### src/hdl/tpwm_pkg.sv
package tpwm_pkg;

    // ------------------------------------------------------------------
    // register byte addresses on the apb bus
    // ------------------------------------------------------------------
    localparam logic [7:0] TPWM_ADDR_SC = 8'h00;
    localparam logic [7:0] TPWM_ADDR_CNT = 8'h04;
    localparam logic [7:0] TPWM_ADDR_MOD = 8'h08;
    localparam logic [7:0] TPWM_ADDR_CH0SC = 8'h0c;
    localparam logic [7:0] TPWM_ADDR_CH0V = 8'h10;
    localparam logic [7:0] TPWM_ADDR_CH1SC = 8'h14;
    localparam logic [7:0] TPWM_ADDR_CH1V = 8'h18;
    localparam logic [7:0] TPWM_ADDR_STEP = 8'h08;

    // ------------------------------------------------------------------
    // timer_status_control fields
    // ------------------------------------------------------------------
    localparam int TPWM_SC_OVF_BIT = 7;
    localparam int TPWM_SC_OVIE_BIT = 6;
    localparam int TPWM_SC_CPWM_BIT = 5;
    localparam int TPWM_SC_CLKS_LSB = 3;
    localparam int TPWM_SC_PS_LSB = 0;
    localparam logic [7:0] TPWM_SC_RESET = 8'h00;

    // channel status/control fields
    localparam int TPWM_CH_FLAG_BIT = 7;
    localparam int TPWM_CH_IE_BIT = 6;
    localparam int TPWM_CH_MODE_LSB = 4;
    localparam int TPWM_CH_ELS_LSB = 2;

    // ------------------------------------------------------------------
    // encodings and reset values
    // ------------------------------------------------------------------
    localparam logic [1:0] TPWM_CLKS_OFF = 2'h0;
    localparam logic [1:0] TPWM_CLKS_BUS = 2'h1;
    localparam logic [1:0] TPWM_CLKS_FIXED = 2'h2;
    localparam logic [1:0] TPWM_CLKS_EXT = 2'h3;
    localparam logic [1:0] TPWM_ELS_TOGGLE = 2'h1;
    localparam logic [1:0] TPWM_ELS_CLEAR = 2'h2;
    localparam logic [1:0] TPWM_ELS_SET = 2'h3;
    localparam logic [1:0] TPWM_MODE_CAPTURE = 2'h0;
    localparam logic [1:0] TPWM_MODE_COMPARE = 2'h1;
    localparam logic [15:0] TPWM_CNT_ZERO = 16'h0000;
    localparam logic [15:0] TPWM_CNT_ONE = 16'h0001;
    localparam logic [15:0] TPWM_MOD_RESET = 16'h0000;
    localparam logic [15:0] TPWM_CV_RESET = 16'h0000;
    localparam int TPWM_CHANNELS = 2;
    localparam int TPWM_PS_BITS = 7;

    typedef struct packed {
        logic ie;
        logic [1:0] mode;
        logic [1:0] els;
    } tpwm_chcfg_s;

    localparam tpwm_chcfg_s TPWM_CHCFG_RESET = '{ie: 1'b0, mode: 2'h0, els: 2'h0};

endpackage : tpwm_pkg

### src/hdl/tpwm_channel.sv
`timescale 1ns/1ps

module tpwm_channel (
    input wire logic pclk,
    input wire logic presetn,
    input wire tpwm_pkg::tpwm_chcfg_s cfg,
    input wire logic cpwm,
    input wire logic clk_on,
    input wire logic pin_block,
    input wire logic cnt_upd,
    input wire logic count_down,
    input wire logic [15:0] cnt,
    input wire logic cv_wr,
    input wire logic [15:0] cv_wdata,
    input wire logic flag_seen,
    input wire logic flag_wr0,
    input wire logic pin_in,
    output logic [15:0] cv,
    output logic flag,
    output logic pin_out,
    output logic pin_oe_n
);

    // ------------------------------------------------------------------
    // input synchroniser and mode decode
    // ------------------------------------------------------------------
    logic sync1_r;
    logic sync2_r;
    logic sync3_r;
    logic arm_r;

    wire els_on = |cfg.els;
    wire cmp_mode = cpwm | (cfg.mode != tpwm_pkg::TPWM_MODE_CAPTURE);
    wire cap_mode = !cmp_mode & els_on & clk_on & !pin_block;
    wire drive = cmp_mode & els_on & clk_on & !pin_block;
    wire rise = sync2_r & !sync3_r;
    wire fall = !sync2_r & sync3_r;
    wire cap_evt = cap_mode & ((cfg.els[0] & rise) | (cfg.els[1] & fall));
    // compare runs with pin action off too, for pure software timing
    wire match = cmp_mode & cnt_upd & (cnt == cv);
    wire period_start = cnt_upd & (cnt == tpwm_pkg::TPWM_CNT_ZERO);
    wire evt = cap_evt | match;
    wire flag_clr = flag_wr0 & arm_r & !evt;
    wire pwm_edge = !cpwm & cfg.mode[1];
    wire oc_mode = !cpwm & (cfg.mode == tpwm_pkg::TPWM_MODE_COMPARE);

    logic pin_nxt;
    always_comb begin
        pin_nxt = pin_out;
        if (!drive) begin
            pin_nxt = sync2_r; // track the pin so toggle starts from its level
        end else if (cpwm) begin
            if (match) begin
                pin_nxt = cfg.els[0] ? !count_down : count_down;
            end
        end else if (pwm_edge) begin
            if (period_start) begin
                pin_nxt = !cfg.els[0];
            end
            if (match) begin
                pin_nxt = cfg.els[0];
            end
        end else if (match) begin
            case (cfg.els)
                tpwm_pkg::TPWM_ELS_TOGGLE: pin_nxt = !pin_out;
                tpwm_pkg::TPWM_ELS_CLEAR: pin_nxt = 1'b0;
                tpwm_pkg::TPWM_ELS_SET: pin_nxt = 1'b1;
                default: pin_nxt = pin_out;
            endcase
        end
    end

    // ------------------------------------------------------------------
    // state
    // ------------------------------------------------------------------
    always_ff @(posedge pclk or negedge presetn) begin
        if (!presetn) begin
            sync1_r <= 1'b0;
            sync2_r <= 1'b0;
            sync3_r <= 1'b0;
            cv <= tpwm_pkg::TPWM_CV_RESET;
            flag <= 1'b0;
            arm_r <= 1'b0;
            pin_out <= 1'b0;
            pin_oe_n <= 1'b1;
        end else begin
            sync1_r <= pin_in;
            sync2_r <= sync1_r;
            sync3_r <= sync2_r;
            cv <= cap_evt ? cnt : (cv_wr ? cv_wdata : cv);
            flag <= evt | (flag & !flag_clr);
            arm_r <= !evt & !flag_clr & (arm_r | flag_seen);
            pin_out <= pin_nxt;
            pin_oe_n <= !drive;
        end
    end

    // ------------------------------------------------------------------
    // checks
    // ------------------------------------------------------------------
    a_capture_copy: assert property (@(posedge pclk) disable iff (!presetn)
        cap_evt |=> flag && (cv == $past(cnt)))
        else $error("capture did not store the count");
    a_pin_release: assert property (@(posedge pclk) disable iff (!presetn)
        (!els_on || !clk_on) |=> pin_oe_n)
        else $error("pin not released to gpio");
    a_shared_pin: assert property (@(posedge pclk) disable iff (!presetn)
        pin_block |=> pin_oe_n && !$past(cap_evt))
        else $error("shared clock pin driven or captured");
    a_toggle_match: assert property (@(posedge pclk) disable iff (!presetn)
        (drive && oc_mode && cfg.els == tpwm_pkg::TPWM_ELS_TOGGLE && $past(drive) && !match)
        |=> $stable(pin_out))
        else $error("toggle output moved without a match");
    c_capture: cover property (@(posedge pclk) disable iff (!presetn) cap_evt);

endmodule : tpwm_channel

### src/hdl/tpwm_top.sv
// Chosen here: the APB interface to the registers and the address map.
`timescale 1ns/1ps

// How it works
// - external clock on shared pin stops channel 0 pin use; compare still runs.
// - pin released when edge/level select or clock source select is zero.
// - center select with nonzero edge/level select drives every channel pin as pwm while clocked, except pin 0 on external clock.
// - mode 00, no center select: pin is capture input, edges per select.
// - capture input synchronised to pclk; pulses need four clocks.
// - compare mode toggles, clears or sets pin on each value match.
// - toggle mode keeps previous pin level until the next match.
// - edge pwm, select 10: high at count zero, low on match.
// - edge pwm, low select bit set: low at zero, high on match.
// - center pwm, select 10: clear on up match, set on down match.
// - center pwm, low select bit set: set on up match, clear down.
// - overflow flag bit 7 sets when counter wraps to zero after modulo.
// - flag cleared by read-while-set then write zero; new overflow restarts it.
// - interrupt request when overflow flag and enable bit 6 both set.
// - bit 5 picks up counting or up/down with center pwm on all channels.
// - clock source bits 4..3: off, bus, fixed, external clock.
// - prescaler divides the selected clock by two to the field value.
// - new prescale value acts from the next bus cycle onward.
// - counter restarts at zero after modulo; modulo zero runs free.
// - center mode counts up to modulo, down to zero, repeats.
// - capture edge copies count to channel value and sets channel flag.
module tpwm_top (
    input wire logic pclk,
    input wire logic presetn,
    input wire logic psel,
    input wire logic penable,
    input wire logic pwrite,
    input wire logic [7:0] paddr,
    input wire logic [31:0] pwdata,
    output logic [31:0] prdata,
    output logic pready,
    output logic pslverr,
    input wire logic ext_timer_clock_in,
    input wire logic fixed_freq_clock_in,
    input wire logic [1:0] channel_pin_in,
    output logic [1:0] channel_pin_out,
    output logic [1:0] channel_pin_oe_n,
    output logic timer_irq
);

    // ------------------------------------------------------------------
    // helpers
    // ------------------------------------------------------------------
    function automatic logic [6:0] tpwm_ps_mask(input logic [2:0] ps);
        logic [7:0] one_hot;
        one_hot = 8'h01 << ps;
        return 7'(one_hot - 8'h01);
    endfunction : tpwm_ps_mask

    function automatic logic [31:0] tpwm_ch_word(input tpwm_pkg::tpwm_chcfg_s c,
                                                  input logic f);
        logic [31:0] w;
        w = 32'h0000_0000;
        w[tpwm_pkg::TPWM_CH_FLAG_BIT] = f;
        w[tpwm_pkg::TPWM_CH_IE_BIT] = c.ie;
        w[tpwm_pkg::TPWM_CH_MODE_LSB +: 2] = c.mode;
        w[tpwm_pkg::TPWM_CH_ELS_LSB +: 2] = c.els;
        return w;
    endfunction : tpwm_ch_word

    // ------------------------------------------------------------------
    // registers
    // ------------------------------------------------------------------
    logic ovf_flag_r;
    logic ovf_arm_r;
    logic ovf_irq_en_r;
    logic center_align_sel_r;
    logic [1:0] clock_source_sel_r;
    logic [2:0] prescale_sel_r;
    logic [15:0] timer_count_r;
    logic [15:0] modulo_value_r;
    logic count_down_r;
    logic cnt_upd_r;
    logic [6:0] div_r;
    logic ext_s1_r;
    logic ext_s2_r;
    logic ext_s3_r;
    logic fix_s1_r;
    logic fix_s2_r;
    logic fix_s3_r;
    tpwm_pkg::tpwm_chcfg_s ch_cfg_r [tpwm_pkg::TPWM_CHANNELS];
    logic [15:0] ch_cv [tpwm_pkg::TPWM_CHANNELS];
    logic [1:0] ch_flag;

    // ------------------------------------------------------------------
    // apb decode: one wait state, effects at the completing edge
    // ------------------------------------------------------------------
    wire access = psel & penable;
    wire done = access & pready;
    wire wr_done = done & pwrite;
    wire rd_done = done & !pwrite;
    wire hit_sc = (paddr == tpwm_pkg::TPWM_ADDR_SC);
    wire hit_cnt = (paddr == tpwm_pkg::TPWM_ADDR_CNT);
    wire hit_mod = (paddr == tpwm_pkg::TPWM_ADDR_MOD);
    wire [1:0] hit_chsc;
    wire [1:0] hit_chv;
    assign hit_chsc[0] = (paddr == tpwm_pkg::TPWM_ADDR_CH0SC);
    assign hit_chsc[1] = (paddr == tpwm_pkg::TPWM_ADDR_CH1SC);
    assign hit_chv[0] = (paddr == tpwm_pkg::TPWM_ADDR_CH0V);
    assign hit_chv[1] = (paddr == tpwm_pkg::TPWM_ADDR_CH1V);
    wire mapped = hit_sc | hit_cnt | hit_mod | (|hit_chsc) | (|hit_chv);
    wire sc_wr = wr_done & hit_sc;
    wire wr_zero_flag = !pwdata[tpwm_pkg::TPWM_SC_OVF_BIT];

    wire [7:0] sc_word = {ovf_flag_r, ovf_irq_en_r, center_align_sel_r,
                          clock_source_sel_r, prescale_sel_r};
    wire [31:0] rd_word =
        hit_sc ? {24'h000000, sc_word} :
        hit_cnt ? {16'h0000, timer_count_r} :
        hit_mod ? {16'h0000, modulo_value_r} :
        hit_chsc[0] ? tpwm_ch_word(ch_cfg_r[0], ch_flag[0]) :
        hit_chsc[1] ? tpwm_ch_word(ch_cfg_r[1], ch_flag[1]) :
        hit_chv[0] ? {16'h0000, ch_cv[0]} :
        hit_chv[1] ? {16'h0000, ch_cv[1]} : 32'h0000_0000;

    // ------------------------------------------------------------------
    // clock selection and prescaler
    // ------------------------------------------------------------------
    // external and fixed clocks are edge-sampled, hence the quarter-rate limit
    wire ext_edge = ext_s2_r & !ext_s3_r;
    wire fix_edge = fix_s2_r & !fix_s3_r;
    wire clk_on = (clock_source_sel_r != tpwm_pkg::TPWM_CLKS_OFF);
    wire src_tick =
        (clock_source_sel_r == tpwm_pkg::TPWM_CLKS_BUS) ? 1'b1 :
        (clock_source_sel_r == tpwm_pkg::TPWM_CLKS_FIXED) ? fix_edge :
        (clock_source_sel_r == tpwm_pkg::TPWM_CLKS_EXT) ? ext_edge : 1'b0;
    // mask read straight from the register: a new value acts next cycle
    wire [6:0] ps_mask = tpwm_ps_mask(prescale_sel_r);
    wire tick = src_tick & ((div_r & ps_mask) == ps_mask);
    wire ext_shares_pin = (clock_source_sel_r == tpwm_pkg::TPWM_CLKS_EXT);

    // ------------------------------------------------------------------
    // counter
    // ------------------------------------------------------------------
    wire at_mod = (timer_count_r == modulo_value_r);
    wire at_zero = (timer_count_r == tpwm_pkg::TPWM_CNT_ZERO);
    wire [15:0] cnt_inc = timer_count_r + tpwm_pkg::TPWM_CNT_ONE;
    wire [15:0] cnt_dec = timer_count_r - tpwm_pkg::TPWM_CNT_ONE;
    logic [15:0] cnt_nxt;
    logic down_nxt;
    logic ovf_evt;

    always_comb begin
        cnt_nxt = timer_count_r;
        down_nxt = count_down_r & center_align_sel_r;
        ovf_evt = 1'b0;
        if (tick) begin
            if (!center_align_sel_r) begin
                // free running when modulo is zero: wrap after all ones
                if (at_mod && !at_zero) begin
                    cnt_nxt = tpwm_pkg::TPWM_CNT_ZERO;
                    ovf_evt = 1'b1;
                end else begin
                    cnt_nxt = cnt_inc;
                    ovf_evt = (cnt_inc == tpwm_pkg::TPWM_CNT_ZERO);
                end
            end else if (!count_down_r) begin
                if (at_mod) begin
                    down_nxt = !at_zero;
                    cnt_nxt = at_zero ? timer_count_r : cnt_dec;
                    ovf_evt = at_zero;
                end else begin
                    cnt_nxt = cnt_inc;
                end
            end else if (at_zero) begin
                down_nxt = 1'b0;
                cnt_nxt = cnt_inc;
            end else begin
                cnt_nxt = cnt_dec;
                ovf_evt = (cnt_dec == tpwm_pkg::TPWM_CNT_ZERO);
            end
        end
        if (wr_done && hit_cnt) begin
            cnt_nxt = tpwm_pkg::TPWM_CNT_ZERO;
            down_nxt = 1'b0;
            ovf_evt = 1'b0;
        end
    end

    // hardware set beats the software clear in the same cycle
    wire ovf_clr = sc_wr & wr_zero_flag & ovf_arm_r & !ovf_evt;
    wire ovf_flag_nxt = ovf_evt | (ovf_flag_r & !ovf_clr);
    wire sc_seen = rd_done & hit_sc & prdata[tpwm_pkg::TPWM_SC_OVF_BIT];
    wire ovf_arm_nxt = !ovf_evt & !ovf_clr & (ovf_arm_r | sc_seen);
    wire ch_irq0 = ch_flag[0] & ch_cfg_r[0].ie;
    wire ch_irq1 = ch_flag[1] & ch_cfg_r[1].ie;
    // enable taken at its next value so the request never lags a write of it
    wire ovf_ie_nxt = sc_wr ? pwdata[tpwm_pkg::TPWM_SC_OVIE_BIT] : ovf_irq_en_r;
    wire irq_nxt = (ovf_flag_nxt & ovf_ie_nxt) | ch_irq0 | ch_irq1;

    // ------------------------------------------------------------------
    // flops
    // ------------------------------------------------------------------
    always_ff @(posedge pclk or negedge presetn) begin
        if (!presetn) begin
            pready <= 1'b0;
            pslverr <= 1'b0;
            prdata <= 32'h0000_0000;
        end else begin
            pready <= access & !pready;
            pslverr <= access & !pready & !mapped;
            prdata <= (access && !pready && !pwrite) ? rd_word : prdata;
        end
    end

    always_ff @(posedge pclk or negedge presetn) begin
        if (!presetn) begin
            ovf_flag_r <= 1'b0;
            ovf_arm_r <= 1'b0;
            timer_irq <= 1'b0;
            timer_count_r <= tpwm_pkg::TPWM_CNT_ZERO;
            count_down_r <= 1'b0;
            cnt_upd_r <= 1'b0;
        end else begin
            ovf_flag_r <= ovf_flag_nxt;
            ovf_arm_r <= ovf_arm_nxt;
            timer_irq <= irq_nxt;
            timer_count_r <= cnt_nxt;
            count_down_r <= down_nxt;
            cnt_upd_r <= tick;
        end
    end

    always_ff @(posedge pclk or negedge presetn) begin
        if (!presetn) begin
            {ovf_irq_en_r, center_align_sel_r} <= 2'h0;
            clock_source_sel_r <= tpwm_pkg::TPWM_CLKS_OFF;
            prescale_sel_r <= 3'h0;
        end else if (sc_wr) begin
            ovf_irq_en_r <= pwdata[tpwm_pkg::TPWM_SC_OVIE_BIT];
            center_align_sel_r <= pwdata[tpwm_pkg::TPWM_SC_CPWM_BIT];
            clock_source_sel_r <= pwdata[tpwm_pkg::TPWM_SC_CLKS_LSB +: 2];
            prescale_sel_r <= pwdata[tpwm_pkg::TPWM_SC_PS_LSB +: 3];
        end
    end

    always_ff @(posedge pclk or negedge presetn) begin
        if (!presetn) begin
            div_r <= 7'h00;
            modulo_value_r <= tpwm_pkg::TPWM_MOD_RESET;
            {ext_s1_r, ext_s2_r, ext_s3_r} <= 3'h0;
            {fix_s1_r, fix_s2_r, fix_s3_r} <= 3'h0;
        end else begin
            div_r <= (wr_done && hit_cnt) ? 7'h00 : (src_tick ? div_r + 7'h01 : div_r);
            modulo_value_r <= (wr_done && hit_mod) ? pwdata[15:0] : modulo_value_r;
            {ext_s1_r, ext_s2_r, ext_s3_r} <= {ext_timer_clock_in, ext_s1_r, ext_s2_r};
            {fix_s1_r, fix_s2_r, fix_s3_r} <= {fixed_freq_clock_in, fix_s1_r, fix_s2_r};
        end
    end

    // ------------------------------------------------------------------
    // channels: pin 0 doubles as the external clock pin
    // ------------------------------------------------------------------
    for (genvar g = 0; g < tpwm_pkg::TPWM_CHANNELS; g++) begin : g_ch
        wire chsc_wr = wr_done & hit_chsc[g];
        wire ch_seen = rd_done & hit_chsc[g] & prdata[tpwm_pkg::TPWM_CH_FLAG_BIT];
        wire ch_wr0 = chsc_wr & !pwdata[tpwm_pkg::TPWM_CH_FLAG_BIT];

        always_ff @(posedge pclk or negedge presetn) begin
            if (!presetn) begin
                ch_cfg_r[g] <= tpwm_pkg::TPWM_CHCFG_RESET;
            end else if (chsc_wr) begin
                ch_cfg_r[g] <= pwdata[tpwm_pkg::TPWM_CH_ELS_LSB +: 5];
            end
        end

        tpwm_channel u_ch (
            .pclk(pclk),
            .presetn(presetn),
            .cfg(ch_cfg_r[g]),
            .cpwm(center_align_sel_r),
            .clk_on(clk_on),
            .pin_block(ext_shares_pin && (g == 0)),
            .cnt_upd(cnt_upd_r),
            .count_down(count_down_r),
            .cnt(timer_count_r),
            .cv_wr(wr_done & hit_chv[g]),
            .cv_wdata(pwdata[15:0]),
            .flag_seen(ch_seen),
            .flag_wr0(ch_wr0),
            .pin_in(channel_pin_in[g]),
            .cv(ch_cv[g]),
            .flag(ch_flag[g]),
            .pin_out(channel_pin_out[g]),
            .pin_oe_n(channel_pin_oe_n[g])
        );
    end

    // ------------------------------------------------------------------
    // checks
    // ------------------------------------------------------------------
    a_ovf_sets: assert property (@(posedge pclk) disable iff (!presetn)
        ovf_evt |=> ovf_flag_r && (timer_count_r == 16'h0000))
        else $error("overflow did not set the flag at zero");
    a_zero_needs_read: assert property (@(posedge pclk) disable iff (!presetn)
        (sc_wr && !ovf_arm_r && ovf_flag_r) |=> ovf_flag_r)
        else $error("flag cleared without an arming read");
    a_clear_seq: assert property (@(posedge pclk) disable iff (!presetn)
        (sc_wr && wr_zero_flag && ovf_arm_r && !ovf_evt) |=> !ovf_flag_r)
        else $error("armed zero write did not clear the flag");
    a_irq_follow: assert property (@(posedge pclk) disable iff (!presetn)
        (ovf_flag_r && ovf_irq_en_r) |-> timer_irq)
        else $error("overflow interrupt not requested");
    a_mod_wrap: assert property (@(posedge pclk) disable iff (!presetn)
        (tick && !center_align_sel_r && at_mod && !at_zero && !(wr_done && hit_cnt))
        |=> timer_count_r == 16'h0000)
        else $error("counter did not restart after modulo");
    a_clock_off: assert property (@(posedge pclk) disable iff (!presetn)
        (!clk_on && !(wr_done && hit_cnt)) |=> $stable(timer_count_r))
        else $error("counter moved with no clock source");
    a_div_two: assert property (@(posedge pclk) disable iff (!presetn)
        (prescale_sel_r == 3'h1 && tick && !sc_wr) |=> !tick)
        else $error("divide-by-two ticked on two cycles in a row");
    a_center_turn: assert property (@(posedge pclk) disable iff (!presetn)
        (tick && center_align_sel_r && !count_down_r && at_mod && !at_zero
         && !(wr_done && hit_cnt)) |=> count_down_r)
        else $error("center count did not turn at modulo");
    c_overflow: cover property (@(posedge pclk) disable iff (!presetn) ovf_evt);
    c_clear: cover property (@(posedge pclk) disable iff (!presetn) ovf_clr);
    c_center: cover property (@(posedge pclk) disable iff (!presetn)
        center_align_sel_r && count_down_r && tick);

endmodule : tpwm_top

### config.mk
export PLATFORM = sky130hd
export DESIGN_NAME = tpwm_top
export DESIGN_NICKNAME = d
export VERILOG_FILES = /design/src/hdl/tpwm_pkg.sv /design/src/hdl/tpwm_channel.sv /design/src/hdl/tpwm_top.sv
export SDC_FILE = /design/constraint.sdc
export NUM_CORES = 1
export LEC_CHECK = 0
export BUFFER_PORTS_ARGS = -buffer_cell sky130_fd_sc_hd__buf_2
export CORE_ASPECT_RATIO = 1.4
export CORE_MARGIN = 2
export CORE_UTILIZATION = 60
export CTS_CLUSTER_DIAMETER = 150
export CTS_CLUSTER_SIZE = 24
export DETAILED_ROUTE_END_ITERATION = 7
export HOLD_SLACK_MARGIN = 0.08
export PLACE_DENSITY = 0.81
export SYNTH_ARGS = -nofsm -noshare
export SYNTH_HDL_FRONTEND = slang
export SYNTH_HIERARCHICAL = 1
export SYNTH_SLANG_ARGS = --single-unit
### constraint.sdc
create_clock -name pclk -period 7.55 [get_ports pclk]
set_input_delay 1.51 -clock pclk [delete_from_list [all_inputs] [get_ports pclk]]
set_output_delay 1.51 -clock pclk [all_outputs]
set_load 0.005 [all_outputs]
Word-level counts from Yosys, hierarchy flattened
Index checks and enable logic that the tools add are counted.
{"block": "op_classes", "n_addsub": 4, "n_mul": 0, "n_div": 0, "order_cmp": 0, "eq_ne": 28, "n_shift": 1, "n_mux": 56, "bitwise": 88, "reduce_logical": 51}
{"operator": "16-bit two-way mux", "n": 19}
{"operator": "1-bit bitwise AND", "n": 69}
{"operator": "16-bit == test", "n": 3}
{"operator": "16-bit zero test", "n": 3}
{"operator": "1-bit two-way mux", "n": 33}
{"operator": "1-bit zero test", "n": 28}
{"operator": "8-bit by 5-bit == test with 1-bit output (second input constant)", "n": 3}
{"operator": "3-bit != test (second input constant)", "n": 6}
{"operator": "1-bit OR", "n": 18}
{"operator": "16-bit by 1-bit adder with 16-bit output (second input constant)", "n": 1}
{"operator": "8-bit by 4-bit == test with 1-bit output (second input constant)", "n": 2}
{"operator": "16-bit by 1-bit subtractor with 16-bit output (second input constant)", "n": 1}
{"operator": "7-bit two-way mux", "n": 2}
{"operator": "2-bit nonzero test", "n": 7}
{"operator": "2-bit == test (second input constant)", "n": 6}
{"operator": "6-bit != test (second input constant)", "n": 2}
{"operator": "8-bit by 3-bit == test with 1-bit output (second input constant)", "n": 1}
{"operator": "8-bit zero test", "n": 1}
{"operator": "4-bit AND reduction", "n": 2}
{"operator": "2-bit OR reduction", "n": 4}
{"operator": "7-bit by 1-bit adder with 7-bit output (second input constant)", "n": 1}
{"operator": "7-bit bitwise AND", "n": 1}
{"operator": "7-bit == test", "n": 1}
{"operator": "1-bit by 3-bit left shift with 7-bit output (first input constant)", "n": 1}
{"operator": "6 further kinds", "n": 13}
{"block": "totals", "reg_bits": 147, "latch_bits": 0, "ramBits": 0, "mem_bits_ro": 0, "word_cells": 271, "mem_count": 0}

Depth between registers and ports, before layout
Gate-level depths: netlist of the first run.
{"block": "logic_depth", "word_depth": 16, "ltp_mapped": 12, "depth_no_buf": 9}

By module
Netlist of the first run, hierarchy kept.
{"mod": "tpwm_top", "instances": 1, "cells_each": 585, "area_each_um2": 5421.4, "seq_area_each_um2": 2127.0}
{"mod": "tpwm_channel", "instances": 2, "cells_each": 134, "area_each_um2": 1292.5, "seq_area_each_um2": 576.8}

Least setup slack after synthesis of the first run
OpenSTA, ideal clock, no wires.
{"block": "synth_path", "path_kind": "input-to-reg", "start": "input port paddr[0]", "end": "register g_ch[0].u_ch.cv[2]", "t_arrival_ns": 4.173, "required_time_ns": 7.417, "path_slack_ns": 3.244, "path_stages": 10, "path_buffers": 4, "cell_sequence": "or4_1 > nor3_1 > and3_1 > clkbuf_1 > clkbuf_1 > and2_1 > clkbuf_1 > clkbuf_1 > mux2i_1 > o21ai_0"}
{"block": "synth_between", "elab_chain_len": 3}
{"element": "from (decl)", "line_no": "tpwm_top.sv:32", "text": "input wire logic [7:0] paddr,"}
{"element": "8-bit by 5-bit == test with 1-bit output", "line_no": "tpwm_top.sv:103", "text": "assign hit_chv[0] = (paddr == tpwm_pkg::TPWM_ADDR_CH0V);"}
{"element": "1-bit bitwise AND", "line_no": "tpwm_top.sv:281", "text": ".cv_wr(wr_done & hit_chv[g]),"}
{"element": "2-bit nonzero test (no source line)"}
{"element": "to (signal assigned)", "line_no": "tpwm_channel.sv:81", "text": "cv <= tpwm_pkg::TPWM_CV_RESET;"}
{"element": "to (signal assigned)", "line_no": "tpwm_channel.sv:90", "text": "cv <= cap_evt ? cnt : (cv_wr ? cv_wdata : cv);"}
{"element": "to (decl)", "line_no": "tpwm_channel.sv:18", "text": "output logic [15:0] cv,"}
Every way passes these cells.
A chain may end at the register's enable or synchronous reset.

Final worst setup path of the first run
{"block": "layout_path", "start": "input port paddr[0]", "end": "register g_ch[1].u_ch.cv[4]"}
{"block": "layout_between", "elab_chain_len": 3}
{"element": "8-bit by 5-bit == test with 1-bit output", "line_no": "tpwm_top.sv:104", "text": "assign hit_chv[1] = (paddr == tpwm_pkg::TPWM_ADDR_CH1V);"}
{"element": "1-bit bitwise AND", "line_no": "tpwm_top.sv:281"}
{"element": "2-bit nonzero test (no source line)"}
{"element": "to (signal assigned)", "line_no": "tpwm_channel.sv:81"}
{"element": "to (signal assigned)", "line_no": "tpwm_channel.sv:90"}
{"element": "to (decl)", "line_no": "tpwm_channel.sv:18"}
Every way passes these cells.

==> impl_results.rst, run 1 <==
.. list-table::
   :header-rows: 1

   * - Metric
     - Value
   * - Outcome
     - complete, no violations
   * - Clock transition at the registers of the reported paths
     - 0.06 ns
   * - Clock Tree Root
     - clkbuf_16
   * - Launch instance of the worst register-to-register path
     - timer_count_r[2]
   * - Clock insertion delay at the later pin of the skew report
     - 0.43 ns
   * - Global-route usage over all layers
     - 33.2%
   * - Final wirelength
     - 23.1 mm
   * - Cells taking the most area after synthesis
     - dfrtp_1 40%, mux2i_1 6.4%, xnor2_1 5.8%
   * - Max IR drop VDD
     - 0.000123 V
   * - Global-route wire length before repair
     - about 36 mm
   * - Die outline area
     - 14300 sq um
   * - Deepest clock path buffer count
     - 2
   * - Finished layout cell area
     - 8880 sq um
   * - Signal arrival time at the worst endpoint
     - 4.89 ns
   * - Filler cell count in the final layout
     - 996
   * - Critical R2R Capture
     - timer_irq
   * - Final number of hold-violating endpoints
     - 0
   * - Pin count of the biggest net entering global routing
     - between 70 and 80
   * - Vertical extent of the die
     - 141 um
   * - Area fraction in and, or, nand and nor cells after synthesis
     - 19.7%
   * - Fraction of layout instances using a drive strength above 1
     - between 10% and 20%
   * - Kind of end point of the critical path
     - flop
   * - Aggregate negative setup slack
     - 0 ns
   * - Number of instances in the placed design
     - roughly 1.0k
   * - Inserted Clock Buffers
     - 17
   * - Resized cells post-CTS
     - 0
   * - Number of library cell types mapped by synthesis
     - between 70 and 80
   * - Placed Instance Area
     - around 8300 sq um
   * - DIE WIDTH
     - roughly 100 um
   * - Seq/Total Area, Yosys
     - 41.0%
   * - DRT iter0 DRCs
     - 733
   * - Max Cap Viol
     - 0
   * - CTS tree
     - yes
   * - Instance count along the most critical hold path
     - 0
   * - Signed area change from the synthesized netlist to the final layout
     - 10.9%
   * - Fraction of synthesized cell area in xor and xnor cells
     - 6.89%
   * - Count of flip-flops with a built-in enable after synthesis
     - 0
   * - Number of warnings reported in the yosys synthesis log
     - 6
   * - Effective utilization at floorplan
     - 61.9%
   * - Mean area per synthesized cell
     - between 9 and 10 sq um
   * - CP most frequent cell
     - nor2_1
   * - Portion of netlist area occupied by mux cells
     - ~11%
   * - Number of iterations in the first detailed-routing pass
     - 6
   * - Final Skew
     - ~0.008 ns
   * - Classification of the worst-slack hold path
     - reg -> reg
   * - Number of hold-repair buffers added at the cts stage
     - 0
   * - Vias per Instance
     - about 6.6
   * - Wire length on met2
     - about 11 mm
   * - Leak
     - ~0.0035 uW
   * - Cell type with the highest aggregate area in the netlist
     - dfrtp_1
   * - Vias
     - a little over 7k
   * - Combined area of all synthesized cells
     - between 8000 and 9000 sq um
   * - Cell breakdown of the critical path
     - buf_2 > or4_1 > nor2_1 > nand2_1 > nor2_1 > and2_1 > mux2i_1 > o21ai_0
   * - Timing-limited maximum frequency
     - about 220 MHz
   * - Non-filler cells, final
     - 1072
   * - Unrepaired setup endpoints after global routing
     - no
   * - Count of buffering cells on the critical path with inverters included
     - 1
   * - Hold_sp
     - ext_s1_r
   * - Via count of the first global-routing pass
     - 6945
   * - Post-synthesis share of cell area spent on full adders, half adders and majority gates
     - 0.625%
   * - Critical Path Max Stage Delay
     - between 1 and 1.5 ns
   * - Start-to-end type of the worst setup path
     - in -> reg
   * - Postcts setup bufs
     - 0
   * - Length in cells of the worst reg-to-reg path
     - 7
   * - Detail Route met3 WL
     - ~1.8 mm
   * - Share of the synthesized area in the top cell type
     - around 40%
   * - M1 WL
     - 8.73 mm
   * - Total inserted antenna cells
     - 0
   * - Post-Synthesis Cells
     - around 850
   * - Share of flip-flops with an asynchronous set or reset after synthesis
     - 100%
   * - Antenna violation net count after detailed routing
     - 0
   * - Final critical delay including setup and external delays
     - 4.59 ns
   * - Critical path startpoint category
     - input port
   * - Flop and latch count out of synthesis
     - around 130
   * - Synth Flop Type
     - dfrtp_1
   * - Number of endpoints failing setup at the final stage
     - 0
   * - Total count of max-transition violations in the final report
     - 0
   * - Crit-path slowest cell
     - and2_1
   * - Total gr overflow
     - 0
   * - Area of the core
     - ~13000 sq um
   * - H-tree depth
     - 4
   * - Count of pins on the block boundary
     - 88
   * - Count of buffers inserted at the top-level ports
     - 55
   * - Total number of clock tree sinks
     - 131
   * - CP Data Required Time
     - 7.85 ns
   * - Power density normalized to cell area
     - 189 nW/um^2
   * - Number of DRC violations after detailed routing
     - 0
   * - Dominant combinational cell family by area after synthesis
     - simple AND/OR/NAND/NOR gates
   * - Compound-Gate Fraction of Synth Area
     - 15.0%
   * - Final routed wire length divided by cell count
     - 21.5 um
   * - Relative slew slack
     - a little under a quarter
   * - Kind of cell adding the most delay to the critical path
     - simple AND/OR/NAND/NOR gates
   * - Peak fanout along the critical path
     - 16
   * - Net count, final
     - 934
   * - Last weighted congestion value of the routability-driven placer
     - 0.972
   * - Worst Max-Slew Pin Slew
     - 1.15 ns
   * - Total half-perimeter wirelength after legalization and detailed placement
     - 15.4 mm
   * - Fraction of the cycle the final worst path needs
     - a little over 60%
   * - Rows
     - 49
   * - Top layer in use
     - met4
   * - Worst Hold Endpoint
     - ext_s2_r
   * - Reg-to-reg setup timing slack
     - 3.76 ns
   * - Initial antenna violation count
     - 0
## cells in the final DEF (no fill, tap or decap), types with 14 or more instances in the layout
master and count:
mux2i_1 51, clkbuf_16 17, nand2_1 82, mux2_2 33
buf_2 54, inv_1 28, a21oi_1 22, o21ai_0 63
nor3_1 19, dfrtp_1 129, nand3_1 21, a31oi_1 16
conb_1 18, xnor2_1 53, nor2_1 55, nand4_1 26
or3_1 14
## routing by layer
layer  GRT usage, %  vias up
li1               -     3132
met3           6.45       96
met1           40.3     3426
met2           53.6      382
met4           20.7        0
met5              0        -
## how the worst max path moves through the flow
stage / endpoint / slack [ns] / from / depth (start not counted)
final: g_ch[1].u_ch/cv[4] / 2.96 / paddr[0] / 8
after global routing: g_ch[1].u_ch/cv[12] / 2.91 / paddr[0] / 8
after CTS: g_ch[1].u_ch/cv[4] / 3.12 / paddr[0] / 8
after detailed placement: g_ch[1].u_ch/cv[4] / 2.68 / paddr[0] / 8
after global placement: g_ch[1].u_ch/cv[1] / 2.72 / paddr[0] / 8
after floorplan: g_ch[0].u_ch/cv[2] / 3.24 / paddr[0] / 10
## power by group
group,leakage (uW),internal (uW),switching [uW]
Combinational,0.00167,44.1,62.6
Clock,0.000281,488,329
Sequential,0.00159,729,23.6
Total,0.00355,1260,415
## state kept, by name (all words and copies together) (netlist names), 3 cells and up
register / cells
prdata: 16
timer_count_r: 16
ch_cfg_r: 10
prescale_sel_r: 3
modulo_value_r: 16
g_ch.u_ch/cv: 32
div_r: 7
## logic make-up after synthesis
group,Yosys count
AO/OA/AOI/OAI,178
adder cells (fa/ha/maj),4
flip-flops,131
XOR/XNOR,63
AND/OR/NAND/NOR,295
other,1
buffers and inverters,97
multiplexers,84
## cell usage after synthesis (7+ instances only)
| master | n |
|---|---|
| nand2b_1 | 7 |
| nand3_1 | 21 |
| buf_2 | 14 |
| or3_1 | 14 |
| o21ai_0 | 63 |
| a222oi_1 | 11 |
| dfrtp_1 | 129 |
| inv_1 | 28 |
| nand2_1 | 82 |
| nor4_1 | 10 |
| a21oi_1 | 22 |
| and2_1 | 8 |
| and3_1 | 7 |
| nor2_1 | 56 |
| a31oi_1 | 16 |
| mux2_2 | 33 |
| clkbuf_1 | 31 |
| nand4_1 | 26 |
| xor2_1 | 10 |
| xnor2_1 | 53 |
| nor3_1 | 19 |
| mux2i_1 | 51 |
| buf_4 | 17 |
| or4_1 | 10 |
## through the flow
stage | setup WS [ns] | total power, uW | hold slack [ns] | utilization (%)
after floorplan | 3.24 | 816 | 0.331 | -
after global placement | 2.72 | 867 | 0.331 | 64.1
after detailed placement | 2.68 | 870 | 0.336 | 64.1
after CTS | 3.12 | 1680 | 0.349 | 68.6
after global routing | 2.91 | 1730 | 0.349 | 68.6
final | 2.96 | 1680 | 0.347 | 68.6
## final cells by class
class                      count  area, sq um  share of cell area, %
inverter                      28          105                   1.18
multi-input combinational    642         4360                   49.1
timing repair buffer          61          327                   3.68
clock inverter                15          155                   1.75
clock buffer                  17          425                   4.79
tap                          178          223                   2.51
sequential                   131         3280                   37.0
## worst reg2reg max path, cell delays in order, from the launching register on
cell,delay [ns]
dfrtp_1,0.84
nand3_1,0.29
nor4_1,0.66
nor4bb_1,0.46
o2111ai_1,0.14
o311ai_0,0.79
a21boi_1,0.24
o21ai_0,0.26
No activity file was read; power rests on OpenSTA's default activity.
==> inputs of run 2 (changes only) <==
--- a/config.mk
+++ b/config.mk
@@ -8,12 +8,12 @@
 export BUFFER_PORTS_ARGS = -buffer_cell sky130_fd_sc_hd__buf_2
 export CORE_ASPECT_RATIO = 1.4
 export CORE_MARGIN = 2
-export CORE_UTILIZATION = 60
+export CORE_UTILIZATION = 54
 export CTS_CLUSTER_DIAMETER = 150
 export CTS_CLUSTER_SIZE = 24
 export DETAILED_ROUTE_END_ITERATION = 7
 export HOLD_SLACK_MARGIN = 0.08
-export PLACE_DENSITY = 0.81
+export PLACE_DENSITY = 0.77
 export SYNTH_ARGS = -nofsm -noshare
 export SYNTH_HDL_FRONTEND = slang
 export SYNTH_HIERARCHICAL = 1
==> constraint.sdc (replaced) <==
create_clock -name pclk -period 4 [get_ports pclk]
set_input_delay 0.8 -clock pclk [delete_from_list [all_inputs] [get_ports pclk]]
set_output_delay 0.8 -clock pclk [all_outputs]
set_load 0.005 [all_outputs]
==> impl_results.rst, run 2 (synthesized netlist as in run 1, its figures left out) <==
.. list-table::
   :header-rows: 1

   * - Metric
     - Value
   * - Deepest clock path buffer count
     - 2 (unchanged)
   * - Area of the core
     - 14500 sq um (+12%)
   * - CTS tree
     - yes
   * - Vertical extent of the die
     - 148 um (+5.3%)
   * - Vias per Instance
     - 6.42 (-2.2%)
   * - Critical Path Max Stage Delay
     - 0.71 ns (-0.31 ns)
   * - Last weighted congestion value of the routability-driven placer
     - 0.948 (-2.4%)
   * - DIE WIDTH
     - 107 um (+5.2%)
   * - H-tree depth
     - 4 (unchanged)
   * - Final number of hold-violating endpoints
     - 0 (unchanged)
   * - Count of pins on the block boundary
     - 88 (unchanged)
   * - Aggregate negative setup slack
     - 0 ns (unchanged)
   * - CP most frequent cell
     - o21ai_0
   * - Fraction of the cycle the final worst path needs
     - approximately 83%
   * - Global-route usage over all layers
     - 31.0% (-2.2 points)
   * - Antenna violation net count after detailed routing
     - 0 (unchanged)
   * - Cell breakdown of the critical path
     - buf_4 > xnor2_1 > nand4_1 > nor4_4 > nand2_1 > o21ai_0 > o21ai_0 > a22o_1
   * - Critical path startpoint category
     - flop
   * - Vias
     - 7072 (+0.51%)
   * - Finished layout cell area
     - 9070 sq um (+2.2%)
   * - Total gr overflow
     - 0 (unchanged)
   * - Worst Max-Slew Pin Slew
     - 0.987 ns (-0.168 ns)
   * - Fraction of layout instances using a drive strength above 1
     - 18.4% (+1.7 points)
   * - Inserted Clock Buffers
     - 17 (unchanged)
   * - Initial antenna violation count
     - 0 (unchanged)
   * - Final wirelength
     - 23.6 mm (+2.2%)
   * - Final critical delay including setup and external delays
     - 3.31 ns
   * - Max IR drop VDD
     - 0.000216 V (+76%)
   * - Power density normalized to cell area
     - 356 nW/um^2 (+89%)
   * - Postcts setup bufs
     - 0 (unchanged)
   * - Filler cell count in the final layout
     - 1200 (+20%)
   * - Die outline area
     - 15800 sq um (+11%)
   * - Count of buffers inserted at the top-level ports
     - 55 (unchanged)
   * - Kind of end point of the critical path
     - flop
   * - DRT iter0 DRCs
     - 772 (+5.3%)
   * - Total inserted antenna cells
     - 0 (unchanged)
   * - Via count of the first global-routing pass
     - 7132 (+2.7%)
   * - Final routed wire length divided by cell count
     - 21.4 um (-0.59%)
   * - Signed area change from the synthesized netlist to the final layout
     - 13.3%
   * - Max reg flops
     - 32 (unchanged)
   * - Total half-perimeter wirelength after legalization and detailed placement
     - 16.1 mm (+4.6%)
   * - Number of iterations in the first detailed-routing pass
     - 6 (unchanged)
   * - Number of DRC violations after detailed routing
     - 0 (unchanged)
   * - Resized cells post-CTS
     - 0 (unchanged)
   * - Start-to-end type of the worst setup path
     - reg -> reg
   * - Number of endpoints failing setup at the final stage
     - 0 (unchanged)
   * - Number of hold-repair buffers added at the cts stage
     - 0 (unchanged)
   * - Total count of max-transition violations in the final report
     - 0 (unchanged)
   * - Net count, final
     - 953 (+2.0%)
   * - Max Cap Viol
     - 0 (unchanged)
   * - Timing-limited maximum frequency
     - ~300 MHz
   * - Clock transition at the registers of the reported paths
     - 0.06 ns (about the same)
   * - Total number of clock tree sinks
     - 131 (unchanged)
   * - Most frequent cells in the layout
     - 129 x dfrtp_1, 82 x nand2_1, 63 x o21ai_0
   * - Outcome
     - complete, no violations
   * - Effective utilization at floorplan
     - 55.2% (-6.7 points)
   * - Unrepaired setup endpoints after global routing
     - no
   * - CP Data Required Time
     - 4.31 ns (-3.54 ns)
   * - Crit-path slowest cell
     - dfrtp_1
   * - Classification of the worst-slack hold path
     - reg -> reg
   * - Final Skew
     - 0.0104 ns (+0.00246 ns)
   * - Register containing the most flip-flops in the final layout
     - g_ch.u_ch/cv
   * - Leak
     - 0.00365 uW (+3.1%)
   * - Rows
     - 52 (+6.1%)
   * - Clock insertion delay at the later pin of the skew report
     - 0.42 ns (about the same)
   * - Relative slew slack
     - 34.1% (+11 points)
   * - Leading cell type in the layout, fill and taps excluded
     - dfrtp_1
   * - Pin count of the biggest net entering global routing
     - 103 (+32%)
   * - Signal arrival time at the worst endpoint
     - 3.61 ns (-1.28 ns)
   * - Clock Tree Root
     - clkbuf_16
   * - Global-route wire length before repair
     - 37.8 mm (+4.7%)
   * - Peak fanout along the critical path
     - 12 (-4)
   * - Placed Instance Area
     - 8470 sq um (+2.0%)
==> run 2: metal layers <==
| metal | global-route usage [%] | wire length, um | vias up | share of wire (%) |
|---|---|---|---|---|
| met5 | 0 | 0 | - | 0 |
| met4 | 18.2 | 1330 | 0 | 5.6 |
| met3 | 4.56 | 1660 | 97 | 7.0 |
| met2 | 51.8 | 11700 | 375 | 50 |
| met1 | 37.9 | 8910 | 3437 | 38 |
| li1 | - | - | 3163 | - |
==> run 2: cell type report <==
cell class | instances | area [sq um] | area share [%]
clock buffers | 18 | 439 | 4.84
well taps | 189 | 236 | 2.61
multi-input cells | 642 | 4360 | 48.1
flip-flops and latches | 131 | 3280 | 36.2
clock inverters | 14 | 165 | 1.82
repair buffers | 80 | 482 | 5.31
inverters | 28 | 105 | 1.16
==> run 2: path summary, 6_finish.rpt <==
path,depth (start not counted),to,slack [ns],startpoint
worst max-delay path,8,timer_count_r[6],0.69,timer_count_r[9]
max in group asynchronous,2,g_ch[0].u_ch/cv[14],2.70,presetn
worst min-delay path,0,fix_s2_r,0.35,fix_s1_r
min in group asynchronous,1,timer_count_r[8],0.51,presetn
worst min register to register,0,fix_s2_r,0.35,fix_s1_r
worst max register to register,8,timer_count_r[6],0.69,timer_count_r[9]
==> run 2: worst max-delay path: cells and delay by family, from the launching register on <==
family / cells / cell delay, ns
and+or+nand+nor: 3 / 1.15
AOI/OAI and AO/OA: 3 / 0.94
DFF: 1 / 0.71
buffers and inverters: 1 / 0.27
xor gates and xnor gates: 1 / 0.12
==> run 2: report_power, final <==
group	switching, uW	internal (uW)
clock network	649	953
logic	125	85.5
registers	40.1	1380
==> run 2: metrics by stage <==
step | hold slack [ns] | utilization [%] | total power (uW) | worst slack [ns] | cells
floorplan | 0.331 | - | 1540 | 0.404 | 870
global placement | 0.332 | 58.3 | 1640 | 0.662 | 1070
detailed placement | 0.338 | 58.3 | 1650 | 0.637 | 1070
CTS | 0.353 | 62.5 | 3230 | 0.799 | 1102
global route | 0.356 | 62.5 | 3330 | 0.510 | 1102
finish | 0.347 | 62.5 | 3230 | 0.691 | 1102
==> inputs of run 3 (changes only) <==
--- a/config.mk
+++ b/config.mk
@@ -8,12 +8,12 @@
 export BUFFER_PORTS_ARGS = -buffer_cell sky130_fd_sc_hd__buf_2
 export CORE_ASPECT_RATIO = 1.4
 export CORE_MARGIN = 2
-export CORE_UTILIZATION = 54
+export CORE_UTILIZATION = 60
 export CTS_CLUSTER_DIAMETER = 150
 export CTS_CLUSTER_SIZE = 24
 export DETAILED_ROUTE_END_ITERATION = 7
 export HOLD_SLACK_MARGIN = 0.08
-export PLACE_DENSITY = 0.77
+export PLACE_DENSITY = 0.81
 export SYNTH_ARGS = -nofsm -noshare
 export SYNTH_HDL_FRONTEND = slang
 export SYNTH_HIERARCHICAL = 1
==> constraint.sdc (replaced) <==
create_clock -name pclk -period 3.25 [get_ports pclk]
set_input_delay 0.65 -clock pclk [delete_from_list [all_inputs] [get_ports pclk]]
set_output_delay 0.65 -clock pclk [all_outputs]
set_load 0.005 [all_outputs]
==> impl_results.rst, run 3 (synthesized netlist as in run 1, its figures left out) <==
.. list-table::
   :header-rows: 1

   * - Metric
     - Value
   * - Outcome
     - complete, no violations
   * - Final number of hold-violating endpoints
     - 0 (unchanged)
   * - Sequential cell area in the final layout
     - 3280 sq um (unchanged)
   * - Clock transition at the registers of the reported paths
     - 0.06 ns (about the same)
   * - Met2 global-route usage
     - 55.3% (+3.5 points)
   * - Share of power burned in the clock network
     - 47.8% (-1.8 points)
   * - Postcts setup bufs
     - 0 (unchanged)
   * - Kind of end point of the critical path
     - flop
   * - Vias
     - 7285 (+3.0%)
   * - Total half-perimeter wirelength after legalization and detailed placement
     - 16.6 mm (+3.6%)
   * - Timing-limited maximum frequency
     - 340 MHz (+13%)
   * - Final Skew
     - 0.0157 ns (+0.00529 ns)
   * - Total count of max-transition violations in the final report
     - 0 (unchanged)
   * - Register containing the most flip-flops in the final layout
     - g_ch.u_ch/cv
   * - Critical path startpoint category
     - flop
   * - Effective utilization at floorplan
     - 61.9% (+6.7 points)
   * - Clock insertion delay at the later pin of the skew report
     - 0.43 ns (about the same)
   * - Fraction of the cycle the final worst path needs
     - 90.5% (+7.8 points)
   * - DRT iter0 DRCs
     - 808 (+4.7%)
   * - Signal arrival time at the worst endpoint
     - 3.24 ns (-0.37 ns)
   * - Max Cap Viol
     - 0 (unchanged)
   * - Int Power
     - 2880 uW (+19%)
   * - Last weighted congestion value of the routability-driven placer
     - 0.980 (+3.3%)
   * - Routing usage on met3
     - 6.79% (+2.2 points)
   * - Clock Tree Root
     - clkbuf_16
   * - Leading cell type in the layout, fill and taps excluded
     - dfrtp_1
   * - Peak fanout along the critical path
     - 18 (+6)
   * - Die outline area
     - 14300 sq um (-9.7%)
   * - Classification of the worst-slack hold path
     - in -> async
   * - DIE WIDTH
     - 102 um (-4.9%)
   * - Unrepaired setup endpoints after global routing
     - no
   * - Seq pwr share
     - 45.2% (+1.3 points)
   * - Net count, final
     - 980 (+2.8%)
   * - CTS tree
     - yes
   * - Final routed wire length divided by cell count
     - 21.3 um (-0.49%)
   * - Relative slew slack
     - 45.1% (+11 points)
   * - Net switching component of the power
     - 975 uW (+20%)
   * - Count of buffers inserted at the top-level ports
     - 55 (unchanged)
   * - Final critical delay including setup and external delays
     - 2.94 ns (-0.368 ns)
   * - Deepest clock path buffer count
     - 2 (unchanged)
   * - Start-to-end type of the worst setup path
     - reg -> reg
   * - Global-route wire length before repair
     - 37.7 mm (-0.22%)
   * - Fraction of layout instances using a drive strength above 1
     - 20.9% (+2.5 points)
   * - Global-route usage over all layers
     - 34.6% (+3.6 points)
   * - Post-layout power
     - 3850 uW (+19%)
   * - Inserted Clock Buffers
     - 17 (unchanged)
   * - Vias per Instance
     - 6.52 (+1.5%)
   * - Max reg flops
     - 32 (unchanged)
   * - Combinational power share
     - 6.9% (+0.4 points)
   * - Footprint of the multi-input gates
     - 4370 sq um (+0.14%)
   * - Signed area change from the synthesized netlist to the final layout
     - 15.4%
   * - Worst Max-Slew Pin Slew
     - 0.824 ns (-0.163 ns)
   * - Antenna violation net count after detailed routing
     - 0 (unchanged)
   * - Number of hold-repair buffers added at the cts stage
     - 0 (unchanged)
   * - Power density normalized to cell area
     - 417 nW/um^2 (+17%)
   * - Number of endpoints failing setup at the final stage
     - 0 (unchanged)
   * - Filler cell count in the final layout
     - 972 (-19%)
   * - Via count of the first global-routing pass
     - 7227 (+1.3%)
   * - H-tree depth
     - 4 (unchanged)
   * - Vertical extent of the die
     - 141 um (-5.0%)
   * - Switching part of the total
     - 25.3% (+0.089 points)
   * - Total number of clock tree sinks
     - 131 (unchanged)
   * - Rows
     - 49 (-5.8%)
   * - Pin count of the biggest net entering global routing
     - 81 (-21%)
   * - CP Data Required Time
     - 3.55 ns (-0.76 ns)
   * - Final wirelength
     - 23.8 mm (+0.95%)
   * - Number of DRC violations after detailed routing
     - 0 (unchanged)
   * - Count of pins on the block boundary
     - 88 (unchanged)
   * - Leak
     - 0.00377 uW (+3.0%)
   * - Area of the core
     - 12900 sq um (-11%)
   * - Most frequent cells in the layout
     - 129 x dfrtp_1, 82 x nand2_1, 63 x o21ai_0
   * - Initial antenna violation count
     - 0 (unchanged)
   * - Total gr overflow
     - 0 (unchanged)
   * - Routing layer with the top usage in global route
     - met2
   * - Aggregate negative setup slack
     - 0 ns (unchanged)
   * - Total inserted antenna cells
     - 0 (unchanged)
   * - Max IR drop VDD
     - 0.000295 V (+37%)
   * - Met1 track demand over resource in global routing
     - 42.5% (+4.6 points)
   * - Number of iterations in the first detailed-routing pass
     - 6 (unchanged)
==> run 3: final cells by class <==
cell class	count	share of cell area, %
Clock buffer	18	4.75
Clock inverter	14	1.41
Inverter	28	1.14
Multi-Input combinational cell	642	47.3
Sequential cell	131	35.5
Tap cell	178	2.41
Timing Repair Buffer	107	7.54
==> run 3: worst max-delay path, cell delays in order (launching register included) <==
cell and delay [ns]:
dfrtp_1 0.34, buf_4 0.24, ha_1 0.25, nand4_1 0.18, buf_4 0.23, mux2i_1 0.12, o31ai_1 0.30, o2111ai_1 0.15
o311ai_0 0.40, buf_4 0.20, a21boi_1 0.08, o21ai_0 0.31
==> run 3: final timing paths <==
check	endpoint	cells past startpoint	from	slack [ns]
max	timer_irq	11	timer_count_r[0]	0.31
min	prdata[7]	1	presetn	0.24
max reg2reg	timer_irq	11	timer_count_r[0]	0.31
min reg2reg	fix_s2_r	0	fix_s1_r	0.34
max in group asynchronous	prescale_sel_r[1]	2	presetn	2.26
min in group pclk	g_ch[0].u_ch/sync1_r	1	channel_pin_in[0]	0.32
==> run 3: metal layers <==
| layer | part of all wire, % | routed length [um] | up-vias |
|---|---|---|---|
| li1 | - | - | 3215 |
| met5 | 0 | 0 | - |
| met3 | 8.1 | 1940 | 120 |
| met4 | 6.1 | 1460 | 0 |
| met1 | 37 | 8780 | 3522 |
| met2 | 49 | 11600 | 428 |
==> run 3: repair_timing <==
action	in CTS	in global routing
endpoints found under the hold margin	0	0
gates resized for setup	0	1
setup endpoints to repair	0	1
==> run 3: metrics by stage <==
stage	std cells	instance area [sq um]	setup WS, ns	util [%]	hold slack (ns)
after floorplan	870	8080	0.0271	-	0.331
after global placement	1086	8670	0.261	67.0	0.332
after detailed placement	1086	8670	0.206	67.0	0.336
after CTS	1118	9240	0.288	71.4	0.292
after global routing	1118	9240	0.161	71.4	0.311
final	1118	9240	0.309	71.4	0.237
==> run 3: power by group through the flow <==
| stage | registers (uW) | clock network, uW | logic, uW |
|---|---|---|---|
| 4_1_cts | 1740 | 1850 | 268 |
| 6_report | 1740 | 1840 | 268 |
| 5_1_grt | 1750 | 1930 | 297 |
| 3_3_place_gp | 1770 | 0 | 257 |
| 3_5_place_dp | 1770 | 0 | 265 |
| 2_1_floorplan | 1770 | 0 | 130 |
